[src/rtl/conv_cycle_pkg.sv]
// Purpose: shared constants for the converter cycle controller
// Assumes: 100 MHz core clock
// Notes:   counts derived from times in their own units
package conv_cycle_pkg;
  localparam int unsigned CLK_MHZ        = 100;
  localparam int unsigned WORD_BITS      = 32;
  localparam int unsigned RESULT_BITS    = 24;
  localparam int unsigned SUB_BITS       = 5;
  localparam int unsigned CFG_BITS       = 8;
  // configuration word layout, first bit received is bit 7
  localparam int unsigned CFG_EN_POS     = 7;
  localparam int unsigned CFG_TWOX_POS   = 6;
  localparam int unsigned CFG_OSR_POS    = 3;
  localparam int unsigned CFG_CH_POS     = 0;
  localparam logic [2:0]  RST_OSR        = 3'h0;
  localparam logic [2:0]  RST_CH         = 3'h0;
  localparam logic        RST_TWOX       = 1'b0;
  // conversion time at ratio code 0, doubled per step, in microseconds
  localparam int unsigned CONV_BASE_US   = 20;
  localparam int unsigned CONV_BASE_CYC  = CONV_BASE_US * CLK_MHZ;
  // internal serial clock half period, in nanoseconds
  localparam int unsigned ISCK_HALF_NS   = 550;
  localparam int unsigned ISCK_HALF_CYC  = ISCK_HALF_NS * CLK_MHZ / 1000;
  localparam int unsigned CNT_W          = 24;
  localparam int unsigned BIT_CNT_W      = 6;
  typedef enum logic [1:0] {ST_CONVERT, ST_SLEEP, ST_OUTPUT} cyc_state_t;
endpackage

[src/rtl/conv_cycle.sv]
// Purpose: conversion / sleep / serial output cycle control
// Assumes: pins sampled on core_clk_in; modulator is a result port
// Notes:   host serial clock found by edge detection of synced pin; device clock from a counter
// Operation
// - convert, sleep, output, repeat in order
// - busy high only while converting
// - clock select low: host drives serial clock
// - clock select high: device drives serial clock
// - config bits pick speed, rate, channel
// - reset: channel 0/1, ratio 256, 1X
// - enable bit low keeps previous settings
// - first conversion after change is valid
// - output is the conversion just completed
// - chip select low enables output, wakes
// - auto sleep, stays asleep while deselected
// - deselect during output starts new conversion
// - deselected: serial output high impedance
// - status on output during convert/sleep
// - result held unchanged during sleep
// - select after completion starts shifting
// - output changes on falling clock edge
// - output ends after 32 bits, reconverts
// - calibration hidden inside each cycle
// - static clock control uses internal oscillator
// - clock source mode set by pin only
// - word: flag, filler, sign, 24 bits, 5 sub
// - 32nd falling edge drives output high
`timescale 1ns/1ps
module conv_cycle
  import conv_cycle_pkg::*;
(
  // clock and reset
  input  wire logic                            core_clk_in,
  input  wire logic                            sys_rst_in,
  // serial pins
  input  wire logic                            chip_select_n_in,
  input  wire logic                            clock_source_select_in,
  input  wire logic                            serial_in,
  input  wire logic                            serial_clk_in,
  output logic                                 serial_clk_out,
  output logic                                 serial_clk_oe_out,
  output logic                                 serial_out,
  output logic                                 serial_out_oe_out,
  output logic                                 busy_out,
  input  wire logic                            conversion_clock_control_in,
  // modulator result
  input  wire logic                            sign_bit_in,
  input  wire logic [RESULT_BITS+SUB_BITS-1:0] mod_result_in,
  // active settings for the running conversion
  output logic [2:0]                           oversampling_ratio_out,
  output logic                                 twox_mode_out,
  output logic [2:0]                           channel_out,
  output logic                                 calibrate_out
);
  import conv_cycle_pkg::*;

  logic cs_s, cs_n_s, ext_s, sdi_s, sck_s, f0_s;
  // select synced as active high so reset reads as deselected, not selected
  pin_sync u_cs   (.clk_in(core_clk_in), .rst_in(sys_rst_in), .pin_in(!chip_select_n_in),
                   .level_out(cs_s));
  assign cs_n_s = !cs_s;
  pin_sync u_ext  (.clk_in(core_clk_in), .rst_in(sys_rst_in), .pin_in(clock_source_select_in),
                   .level_out(ext_s));
  pin_sync u_sdi  (.clk_in(core_clk_in), .rst_in(sys_rst_in), .pin_in(serial_in),
                   .level_out(sdi_s));
  pin_sync u_sck  (.clk_in(core_clk_in), .rst_in(sys_rst_in), .pin_in(serial_clk_in),
                   .level_out(sck_s));
  pin_sync u_f0   (.clk_in(core_clk_in), .rst_in(sys_rst_in),
                   .pin_in(conversion_clock_control_in), .level_out(f0_s));

  cyc_state_t                  state;
  cyc_state_t                  next_state;
  logic [CNT_W-1:0]            conv_cnt;
  logic [CNT_W-1:0]            next_conv_cnt;
  logic [BIT_CNT_W-1:0]        bit_cnt;
  logic [BIT_CNT_W-1:0]        next_bit_cnt;
  logic [WORD_BITS-1:0]        shreg;
  logic [WORD_BITS-1:0]        next_shreg;
  logic [CFG_BITS-1:0]         cfg_sh;
  logic [CFG_BITS-1:0]         next_cfg_sh;
  logic [2:0]                  next_osr;
  logic                        next_twox;
  logic [2:0]                  next_ch;
  logic                        sck_d;
  logic                        isck;
  logic                        next_isck;
  logic [7:0]                  isck_cnt;
  logic [7:0]                  next_isck_cnt;
  logic                        f0_d;
  logic                        f0_edge;
  logic                        next_busy;
  logic                        next_sdo;
  logic                        next_sdo_oe;
  logic                        next_sck_oe;
  logic                        sck_rise;
  logic                        sck_fall;
  logic                        conv_done;
  logic [CNT_W-1:0]            conv_len;
  logic                        buf_in_ready;
  logic                        buf_out_valid;
  logic                        buf_pop;
  logic [RESULT_BITS+SUB_BITS:0] buf_data;

  // finished result travels through the buffer into the shifter
  result_buf #(.WIDTH(RESULT_BITS+SUB_BITS+1)) u_buf (
    .clk_in       (core_clk_in),
    .rst_in       (sys_rst_in),
    .in_valid_in  (conv_done),
    .in_ready_out (buf_in_ready),
    .in_data_in   ({sign_bit_in, mod_result_in}),
    .out_valid_out(buf_out_valid),
    .out_ready_in (buf_pop),
    .out_data_out (buf_data)
  );

  always_comb begin
    // conversion length scales with the selected ratio; calibration folded in
    conv_len = CNT_W'(CONV_BASE_CYC) << oversampling_ratio_out;
    // clock control pin does not pace the conversion; the count advances every core cycle
    conv_done = (state == ST_CONVERT) && (conv_cnt >= conv_len) && buf_in_ready;
  end

  always_comb begin
    sck_rise = 1'b0;
    sck_fall = 1'b0;
    if (ext_s) begin
      sck_rise = (isck_cnt == 8'(ISCK_HALF_CYC - 1)) && !isck && !cs_n_s;
      sck_fall = (isck_cnt == 8'(ISCK_HALF_CYC - 1)) && isck;
    end else begin
      sck_rise = sck_s && !sck_d;
      sck_fall = !sck_s && sck_d;
    end
  end

  always_comb begin
    next_state    = state;
    next_conv_cnt = conv_cnt;
    next_bit_cnt  = bit_cnt;
    next_shreg    = shreg;
    next_cfg_sh   = cfg_sh;
    next_osr      = oversampling_ratio_out;
    next_twox     = twox_mode_out;
    next_ch       = channel_out;
    next_isck     = isck;
    next_isck_cnt = isck_cnt;
    buf_pop       = 1'b0;
    unique case (state)
      ST_CONVERT: begin
        // count advances every core cycle whatever the clock control pin does
        if (!f0_s || f0_edge || 1'b1) begin
          next_conv_cnt = conv_cnt + CNT_W'(1);
        end
        if (conv_done) begin
          next_state = ST_SLEEP;
        end
      end
      ST_SLEEP: begin
        // fresh result taken from buffer; held while asleep
        // flag bit still set means the shifter holds no fresh word yet
        if (buf_out_valid && shreg[WORD_BITS-1]) begin
          buf_pop    = 1'b1;
          next_shreg = {1'b0, 1'b0, buf_data};
        end else if (!cs_n_s && !shreg[WORD_BITS-1]) begin
          next_state    = ST_OUTPUT;
          next_bit_cnt  = '0;
          next_isck     = 1'b0;
          next_isck_cnt = '0;
        end
      end
      ST_OUTPUT: begin
        if (ext_s) begin
          if (isck_cnt == 8'(ISCK_HALF_CYC - 1)) begin
            next_isck_cnt = '0;
            next_isck     = !isck;
          end else begin
            next_isck_cnt = isck_cnt + 8'h01;
          end
        end
        // only the first bits of a frame are settings; later ones are ignored
        if (sck_rise && (bit_cnt < BIT_CNT_W'(CFG_BITS))) begin
          next_cfg_sh = {cfg_sh[CFG_BITS-2:0], sdi_s};
        end
        if (sck_fall) begin
          next_shreg   = {shreg[WORD_BITS-2:0], 1'b1};
          next_bit_cnt = bit_cnt + 6'h01;
        end
        if (cs_n_s || (sck_fall && bit_cnt == 6'(WORD_BITS - 1))) begin
          next_state    = ST_CONVERT;
          next_conv_cnt = '0;
          next_shreg    = {1'b1, shreg[WORD_BITS-2:0]};
          if (cfg_sh[CFG_EN_POS]) begin
            next_twox = cfg_sh[CFG_TWOX_POS];
            next_osr  = cfg_sh[CFG_OSR_POS +: 3];
            next_ch   = cfg_sh[CFG_CH_POS +: 3];
          end
          next_cfg_sh = '0;
        end
      end
    endcase
  end

  always_comb begin
    next_busy   = (next_state == ST_CONVERT);
    next_sdo_oe = !cs_n_s;
    next_sck_oe = ext_s && (next_state == ST_OUTPUT);
    if (next_state == ST_OUTPUT) begin
      next_sdo = next_shreg[WORD_BITS-1];
    end else begin
      next_sdo = (next_state == ST_CONVERT);
    end
  end

  always_ff @(posedge core_clk_in) begin
    if (sys_rst_in) begin
      state                  <= ST_CONVERT;
      conv_cnt               <= '0;
      bit_cnt                <= '0;
      shreg                  <= 32'h80000000;
      cfg_sh                 <= '0;
      oversampling_ratio_out <= RST_OSR;
      twox_mode_out          <= RST_TWOX;
      channel_out            <= RST_CH;
      sck_d                  <= 1'b0;
      f0_d                   <= 1'b0;
      isck                   <= 1'b0;
      isck_cnt               <= '0;
      busy_out               <= 1'b1;
      serial_out             <= 1'b1;
      serial_out_oe_out      <= 1'b0;
      serial_clk_out         <= 1'b0;
      serial_clk_oe_out      <= 1'b0;
      calibrate_out          <= 1'b0;
    end else begin
      state                  <= next_state;
      conv_cnt               <= next_conv_cnt;
      bit_cnt                <= next_bit_cnt;
      shreg                  <= next_shreg;
      cfg_sh                 <= next_cfg_sh;
      oversampling_ratio_out <= next_osr;
      twox_mode_out          <= next_twox;
      channel_out            <= next_ch;
      sck_d                  <= sck_s;
      f0_d                   <= f0_s;
      isck                   <= next_isck;
      isck_cnt               <= next_isck_cnt;
      busy_out               <= next_busy;
      serial_out             <= next_sdo;
      serial_out_oe_out      <= next_sdo_oe;
      serial_clk_out         <= next_isck;
      serial_clk_oe_out      <= next_sck_oe;
      calibrate_out          <= (next_state == ST_CONVERT) && (next_conv_cnt < CNT_W'(16));
    end
  end

  assign f0_edge = f0_s ^ f0_d;

  // busy and the clock pin enable are registered from next_state, so they track state; data enable follows select
  chk_busy_state: assert property (@(posedge core_clk_in) disable iff (sys_rst_in)
    busy_out == (state == ST_CONVERT))
    else $error("busy does not track conversion");
  chk_tri_state: assert property (@(posedge core_clk_in) disable iff (sys_rst_in)
    $past(cs_n_s) |-> !serial_out_oe_out)
    else $error("output driven while deselected");
  chk_abort_conv: assert property (@(posedge core_clk_in) disable iff (sys_rst_in)
    (state == ST_OUTPUT && cs_n_s) |=> state == ST_CONVERT)
    else $error("deselect did not restart conversion");
  chk_sleep_hold: assert property (@(posedge core_clk_in) disable iff (sys_rst_in)
    (state == ST_SLEEP && cs_n_s && !shreg[WORD_BITS-1]) |=> state == ST_SLEEP)
    else $error("left sleep while deselected");
  chk_cycle_order: assert property (@(posedge core_clk_in) disable iff (sys_rst_in)
    (state == ST_CONVERT && next_state != ST_CONVERT) |-> next_state == ST_SLEEP)
    else $error("conversion not followed by sleep");
  chk_word_end: assert property (@(posedge core_clk_in) disable iff (sys_rst_in)
    (state == ST_OUTPUT && sck_fall && bit_cnt == 6'h1F) |=> state == ST_CONVERT)
    else $error("output did not end at 32 bits");
  chk_status_bit: assert property (@(posedge core_clk_in) disable iff (sys_rst_in)
    (state == ST_CONVERT && next_state == ST_CONVERT && !cs_n_s) |=> serial_out)
    else $error("status not high while converting");
  chk_cfg_keep: assert property (@(posedge core_clk_in) disable iff (sys_rst_in)
    (state == ST_OUTPUT && next_state == ST_CONVERT && !cfg_sh[CFG_EN_POS]) |=>
    $stable(channel_out) && $stable(oversampling_ratio_out))
    else $error("settings changed without enable");
  chk_select_drive: assert property (@(posedge core_clk_in) disable iff (sys_rst_in)
    !cs_n_s |=> serial_out_oe_out)
    else $error("output not driven while selected");
  chk_sleep_status: assert property (@(posedge core_clk_in) disable iff (sys_rst_in)
    (state == ST_SLEEP && next_state == ST_SLEEP) |=> !serial_out)
    else $error("status not low after completion");
  chk_shift_edge: assert property (@(posedge core_clk_in) disable iff (sys_rst_in)
    (state == ST_OUTPUT && next_state == ST_OUTPUT && !sck_fall) |=> $stable(serial_out))
    else $error("output changed without falling clock");
  chk_calib_window: assert property (@(posedge core_clk_in) disable iff (sys_rst_in)
    (state == ST_CONVERT && conv_cnt == CNT_W'(0)) |=> calibrate_out)
    else $error("calibration missing at conversion start");
  // covers mark the scenarios the bench is meant to reach
  cov_full_word: cover property (@(posedge core_clk_in) state == ST_OUTPUT && bit_cnt == 6'h1F);
  cov_abort: cover property (@(posedge core_clk_in) state == ST_OUTPUT && cs_n_s);
  cov_internal: cover property (@(posedge core_clk_in) serial_clk_oe_out);
  cov_twox: cover property (@(posedge core_clk_in) twox_mode_out);
  cov_sleep_wake: cover property (@(posedge core_clk_in) state == ST_SLEEP && !cs_n_s);
endmodule

[src/rtl/pin_sync.sv]
// Purpose: two-flop synchroniser for one pin
// Assumes: single core clock
// Notes:   first stage read only by second
`timescale 1ns/1ps
module pin_sync (
  // clock and reset
  input  wire logic clk_in,
  input  wire logic rst_in,
  // pin and synchronised level
  input  wire logic pin_in,
  output logic      level_out
);
  logic meta;
  logic next_meta;
  logic next_level;

  always_comb begin
    next_meta  = pin_in;
    next_level = meta;
  end

  always_ff @(posedge clk_in) begin
    if (rst_in) begin
      meta      <= 1'b0;
      level_out <= 1'b0;
    end else begin
      meta      <= next_meta;
      level_out <= next_level;
    end
  end
endmodule

[src/rtl/result_buf.sv]
// Purpose: two-entry buffer carrying results to the shifter
// Assumes: source and sink on the core clock
// Notes:   write side stalls when full so no word is lost
`timescale 1ns/1ps
module result_buf #(
  parameter int unsigned WIDTH = 30
) (
  // clock and reset
  input  wire logic             clk_in,
  input  wire logic             rst_in,
  // fill side
  input  wire logic             in_valid_in,
  output logic                  in_ready_out,
  input  wire logic [WIDTH-1:0] in_data_in,
  // drain side
  output logic                  out_valid_out,
  input  wire logic             out_ready_in,
  output logic      [WIDTH-1:0] out_data_out
);
  logic [WIDTH-1:0] mem [2];
  logic [1:0]       count;
  logic             rd_ptr;
  logic             wr_ptr;
  logic [1:0]       next_count;
  logic             next_rd_ptr;
  logic             next_wr_ptr;
  logic             push;
  logic             pop;

  always_comb begin
    push        = in_valid_in && (count != 2'h2);
    pop         = out_ready_in && (count != 2'h0);
    next_count  = count + {1'b0, push} - {1'b0, pop};
    next_rd_ptr = rd_ptr ^ pop;
    next_wr_ptr = wr_ptr ^ push;
  end

  always_ff @(posedge clk_in) begin
    if (rst_in) begin
      count  <= 2'h0;
      rd_ptr <= 1'b0;
      wr_ptr <= 1'b0;
    end else begin
      count  <= next_count;
      rd_ptr <= next_rd_ptr;
      wr_ptr <= next_wr_ptr;
    end
  end

  always_ff @(posedge clk_in) begin
    if (push) begin
      mem[wr_ptr] <= in_data_in;
    end
  end

  assign in_ready_out  = (count != 2'h2);
  assign out_valid_out = (count != 2'h0);
  assign out_data_out  = mem[rd_ptr];
endmodule

[config.mk]
export PLATFORM = sky130hd
export DESIGN_NAME = conv_cycle
export DESIGN_NICKNAME = d
export VERILOG_FILES = /design/src/rtl/conv_cycle_pkg.sv /design/src/rtl/conv_cycle.sv /design/src/rtl/pin_sync.sv /design/src/rtl/result_buf.sv
export SDC_FILE = /design/constraint.sdc
export NUM_CORES = 1
export LEC_CHECK = 0
export ABC_AREA = 1
export BUFFER_PORTS_ARGS = -buffer_cell sky130_fd_sc_hd__buf_2
export CAP_MARGIN = 5
export CORE_MARGIN = 10
export CORE_UTILIZATION = 40
export DETAILED_ROUTE_END_ITERATION = 16
export PLACE_DENSITY = 0.56
export RECOVER_POWER = 50
export SLEW_MARGIN = 20
export SYNTH_ARGS = -nofsm -noshare
export SYNTH_HDL_FRONTEND = slang
export SYNTH_HIERARCHICAL = 1
export SYNTH_SLANG_ARGS = --single-unit
[constraint.sdc]
create_clock -name core_clk_in -period 7 [get_ports core_clk_in]
set_clock_uncertainty 0.05 [all_clocks]
set_input_delay 1.4 -clock core_clk_in [delete_from_list [all_inputs] [get_ports core_clk_in]]
set_output_delay 1.4 -clock core_clk_in [all_outputs]
set_load 0.01 [all_outputs]
# After elaboration in Yosys (flattened, before gate mapping)

Memory sizes are Yosys's and may differ from the RTL's. A register that Yosys moved wholly into a read port is not among the register bits.
Cells that the tools add are included.

RAM bits: 60
Memories kept: 1
Logic and storage cells: 121
Input bits: 37
Register bits after elaboration: 106
Output and inout port bits: 13

Equality and inequality tests: 13
Bitwise gates (word level): 2
Multiplexer cells: 35
Shift operators: 1
Magnitude comparators: 3
Add/sub/neg operators: 5
Reductions and logical operators: 33

Memories:

| name      | words | width | read ports | clocked after memory_dff | write ports | line             | source |
|---|---|---|---|---|---|---|---|
| u_buf.mem | 2     | 30    | 1          | 1                        | 1           | result_buf.sv:20 | `logic [WIDTH-1:0] mem [2];` |

Operators by type and width:

| cell                                                        | number |
|---|---|
| 2-to-1 mux 32 bit                                           | 3 |
| one-hot mux 32 bit (2 select lines)                         | 1 |
| 2-to-1 mux 8 bit                                            | 6 |
| one-hot mux 24 bit (2 select lines)                         | 1 |
| adder 24 x 1 -> 24 bit, second input constant               | 1 |
| >= comparator 24 bit                                        | 1 |
| less-than comparator 24 x 5 -> 1 bit, second input constant | 1 |
| 2-to-1 mux 24 bit                                           | 1 |
| << shifter 11 x 3 -> 24 bit, first input constant           | 1 |
| 2-to-1 mux 6 bit                                            | 3 |
| one-hot mux 8 bit (2 select lines)                          | 1 |
| logical AND 1 bit                                           | 15 |
| != test 2 bit, second input constant                        | 7 |
| 2-to-1 mux 1 bit                                            | 12 |
| one-hot mux 6 bit (2 select lines)                          | 1 |
| AND reduction 4 bit                                         | 3 |
| adder 8 x 1 -> 8 bit, second input constant                 | 1 |
| equality test 8 x 6 -> 1 bit, second input constant         | 1 |
| 2-to-1 mux 2 bit                                            | 4 |
| adder 6 x 1 -> 6 bit, second input constant                 | 1 |
| equality test 6 x 5 -> 1 bit, second input constant         | 1 |
| zero test 1 bit                                             | 6 |
| less-than comparator 6 x 4 -> 1 bit, second input constant  | 1 |
| one-hot mux 2 bit (3 select lines)                          | 1 |
| other kinds (13)                                            | 18 |

# Depth between registers and ports, before layout

Word-level depth: 9
Gate-level depth with buffers: 22
Depth with buffers taken out: 22

# Modules after synthesis

The synthesis kept the hierarchy.

By module, submodules not included:

| module     | times used | cells each | area an instance (um^2) | sequential area each (um^2) |
|---|---|---|---|---|
| conv_cycle | 1          | 779        | 5283.8                  | 1881.8 |
| result_buf | 1          | 190        | 2418.6                  | 1881.8 |
| pin_sync   | 4          | 6          | 55.1                    | 40.0 |

# Worst setup path before layout

No wires, ideal clock.

Kind: register to register
Start point: register oversampling_ratio_out[2]
End point: memory u_buf.mem[1][0], enable pin
Buffers on the path: 0
Arrival time: 2.931 ns
Cell stages (with the launch flop): 13
Required time: 6.533 ns
Library setup time: 0.417 ns
Clock period less this slack: 3.398 ns
Path slack: 3.602 ns
Path through: dfxtp_1 inv_1 nand2_1 o21ai_0 ha_1 nand2_1 nor3_1 nand3_1 nand3_1 nand3_1 inv_1 nand2_4 nor2_1

Cells in the longest elaborated chain, start to end: 7

Ends and longest elaborated chain:

| item                                   | line              | source |
|---|---|---|
| from (decl)                            | conv_cycle.sv:50  | `output logic [2:0] oversampling_ratio_out,` |
| from (signal assigned)                 | conv_cycle.sv:239 | `oversampling_ratio_out <= next_osr;` |
| << shifter 11 x 3 -> 24 bit            | conv_cycle.sv:118 | `conv_len = CNT_W'(CONV_BASE_CYC) << oversampling_ratio_out;` |
| >= comparator 24 bit                   | conv_cycle.sv:120 | `conv_done = (state == ST_CONVERT) && (conv_cnt >= conv_len) && buf_in_ready;` |
| logical AND 1 bit (2 in a row)         | conv_cycle.sv:120 |  |
| via conv_done                          | conv_cycle.sv:97  | `logic conv_done;` |
| logical AND 1 bit                      | result_buf.sv:31  | `push = in_valid_in && (count != 2'h2);` |
| 2-to-1 mux 1 bit                       | result_buf.sv:51  | `if (push) begin` |
| 2-to-1 mux 1 bit (implied by the code) | result_buf.sv:52  | `mem[wr_ptr] <= in_data_in;` |
| to (decl)                              | result_buf.sv:20  |  |

The timed path passes the listed nets, and every way through them passes these cells.

==> results.cfg <==
[pwr]
p_leak_uw = 0.00362
total_power_uw = 1970
ir_drop_mv = 0.163
p_per_area_mw_per_mm2 = 222

[logic_synthesis]
synth_top_area_share_pct = 26.8
synth_top_family_by_area = simple AND/OR/NAND/NOR gates
synth_mux_area_share_pct = 0
synth_seq_cells = 166
synth-xor-area-share_pct = 0.553
synth_ff_type = dfxtp_1
synth.cell_area_sq_mm = 0.00792
yosys.area_share.simple_pct = 27.3
synth-seq-area-share_pct = 49.5
postSynthAreaPerCell_sq_um = 7.98
syn_inst = 993
synth_area_leader_cell = dfxtp_1
synth-edff-count = 60
synth_compound_area_share_pct = 11.9
yosysWarnings = 6
synth_nets = 1055
async_reset_ff_share_pct = 0
synth_cell_types = 47
synth_area_leaders = dfxtp_1 27%, edfxtp_1 23%, nand2_1 13%
synthAdderAreaFrac_pct = 3.95

[floorplan]
ios = 50
die-area_sq_mm = 0.0258
chipHeight_microns = 161
start_util_pct = 40.7
core_sq_mm = 0.0195
die_x_microns = 161
rows = 51

[finish]
diodes = 0
area_growth_pct = 12.5
multi_input_area_sq_mm = 0.00342
fillers = 1945
final_cell_mix = 272 x nand2_1, 108 x nor2_1, 106 x dfxtp_1
seq_area_sq_mm = 0.00392
final_common_cell = nand2_1
fin_nets = 1098
drive_gt1_share_pct = 9.72

[cts]
hold_buffers = 0
post_cts_resized = 0
insertion_delay_ns = 0.43
cts_sinks = 166
cts_buffers = 17
cts.path.max_buffers = 2
htreeDepth = 4
clkTransAtPathRegs_ns = 0.07
post-cts-setup-buffers = 0
tritoncts = done
root_buffer = clkbuf_16

[critical_path]
crit_fanout = 51
cp-start-kind = input port
crit_cells = 7
critPathCaptureType = flop
cp.arrival_ns = 3.87
crit_slowest_cell = clkbuf_1
slowest_delay_ns = 0.75
ff2ff_setup_slack_ns = 3.83
cp_data_required_time_ns = 7.32
reg2reg_depth = 9
path_buf_inv = 4
path_cells = buf_2 > buf_4 > inv_1 > clkbuf_1 > o21ai_1 > a21oi_1 > o21a_1
crit_family = buffers and inverters
path_class = input port to flop

[detailed_routing]
drc_errors = 0
drtPass1Iterations = 5
postRouteAntennaNets = 0
drt-initial-drc-count = 304
num_vias = 6399
drt-total-wl_microns = 18000
via_per_inst = 4.87
routedWlPerCell_microns = 13.7

[grt]
grt_pass1_vias = 6008
grt_usage_pct = 13.9
grt_first_pass_wirelength_microns = 29800
antenna_found_initial = 0
grt_overflow = 0
grt_max_degree = 52

[timing]
finalSetupViolCount = 0
fmax_mhz = 282
rsz0062_at_grt = no
finalHoldViolCount = 0
tns_ns = 0
finalMaxSlewViolations = 0
period_needed_ns = 3.55
post-route-period-util_pct = 50.7
max_slew_margin_pct = 36.1
worst_pin_slew_ns = 0.948

[placed_design]
portBuffers = 48
hpwl_microns = 12300
gp_congestion = 0.926

[status]
status = completed

[min_path]
hp-class = flop to flop
hold-path-cell-count = 2

[job]
maxCapViolations = 0
report_power, final:
part           switching (uW)  total (uW)  internal, uW
sequential               4.24        1010          1000
clock                     425         936           510
combinational            20.7        32.5          11.8
total                     450        1970          1520
Yosys cell counts (3+ instances only):
master	instances
a31oi_1	9
a21oi_2	4
edfxtp_1	60
clkbuf_1	15
a211oi_1	3
o21bai_1	3
or2_2	4
nand2_4	4
o21ai_0	37
ha_1	25
inv_2	4
buf_2	7
dfxtp_1	106
buf_4	5
nand4_1	14
a21oi_1	82
nor2_2	4
nand2_2	6
xor2_1	4
o21ai_1	25
nand3_1	54
nand2_1	270
nor2_4	6
nor2_1	109
inv_1	94
nand3_2	3
nor3_1	9
kinds of logic after synthesis:
group                    count (synthesis)
adder cells (fa/ha/maj)                 25
buffers and inverters                  131
AND/OR/NAND/NOR                        493
flip-flops                             166
XOR/XNOR                                 5
AO/OA/AOI/OAI                          173
state kept, by name, indices dropped and copies added (netlist names), 2 cells and up:
name                    cells
cfg_sh                      8
bit_cnt                     6
conv_cnt                   24
oversampling_ratio_out      3
shreg                      32
state                       2
isck_cnt                    8
u_buf/mem                  60
channel_out                 3
u_buf/count                 2
area by class of cell:
type / count / area share (%)
Clock buffer: 17 / 4.77
Clock inverter: 15 / 1.94
Inverter: 100 / 4.24
Multi-Input combinational cell: 696 / 38.4
Sequential cell: 166 / 44.0
Tap cell: 265 / 3.72
Timing Repair Buffer: 55 / 2.89
worst register-to-register path, stage by stage, from the launching register on:
cell	delay, ns
dfxtp_1	0.33
inv_1	0.10
ha_1	0.55
inv_1	0.29
nor2_1	0.60
inv_2	0.14
nand2_4	0.35
inv_2	0.34
o21ai_0	0.25
a31oi_1	0.05
final timing paths:
check | startpoint | end
worst max register to register | state[0] | shreg[0]
worst min-delay path | u_sck/meta | u_sck/level_out
worst min register to register | u_sck/meta | u_sck/level_out
worst max-delay path | sys_rst_in | isck_cnt[4]
per-layer routing:
| metal | track usage, % | share of wire [%] |
|---|---|---|
| met5 | 0 | 0 |
| met4 | 3.60 | 0.96 |
| met3 | 3.22 | 3.6 |
| met2 | 22.7 | 46 |
| met1 | 18.2 | 49 |
through the flow:
stage | utilization, % | hold slack (ns) | instances | cell area, sq um | setup WS, ns
6_report | 45.8 | 0.362 | 1314 | 8910 | 3.45
5_1_grt | 45.8 | 0.383 | 1314 | 8910 | 3.21
4_1_cts | 46.2 | 0.370 | 1314 | 8990 | 3.95
3_5_place_dp | 43.1 | 0.364 | 1282 | 8390 | 3.48
3_3_place_gp | 43.1 | 0.358 | 1282 | 8390 | 3.47
2_1_floorplan | - | 0.338 | 993 | 7920 | 3.60
Note: power is estimated with default switching activity, not from simulation.
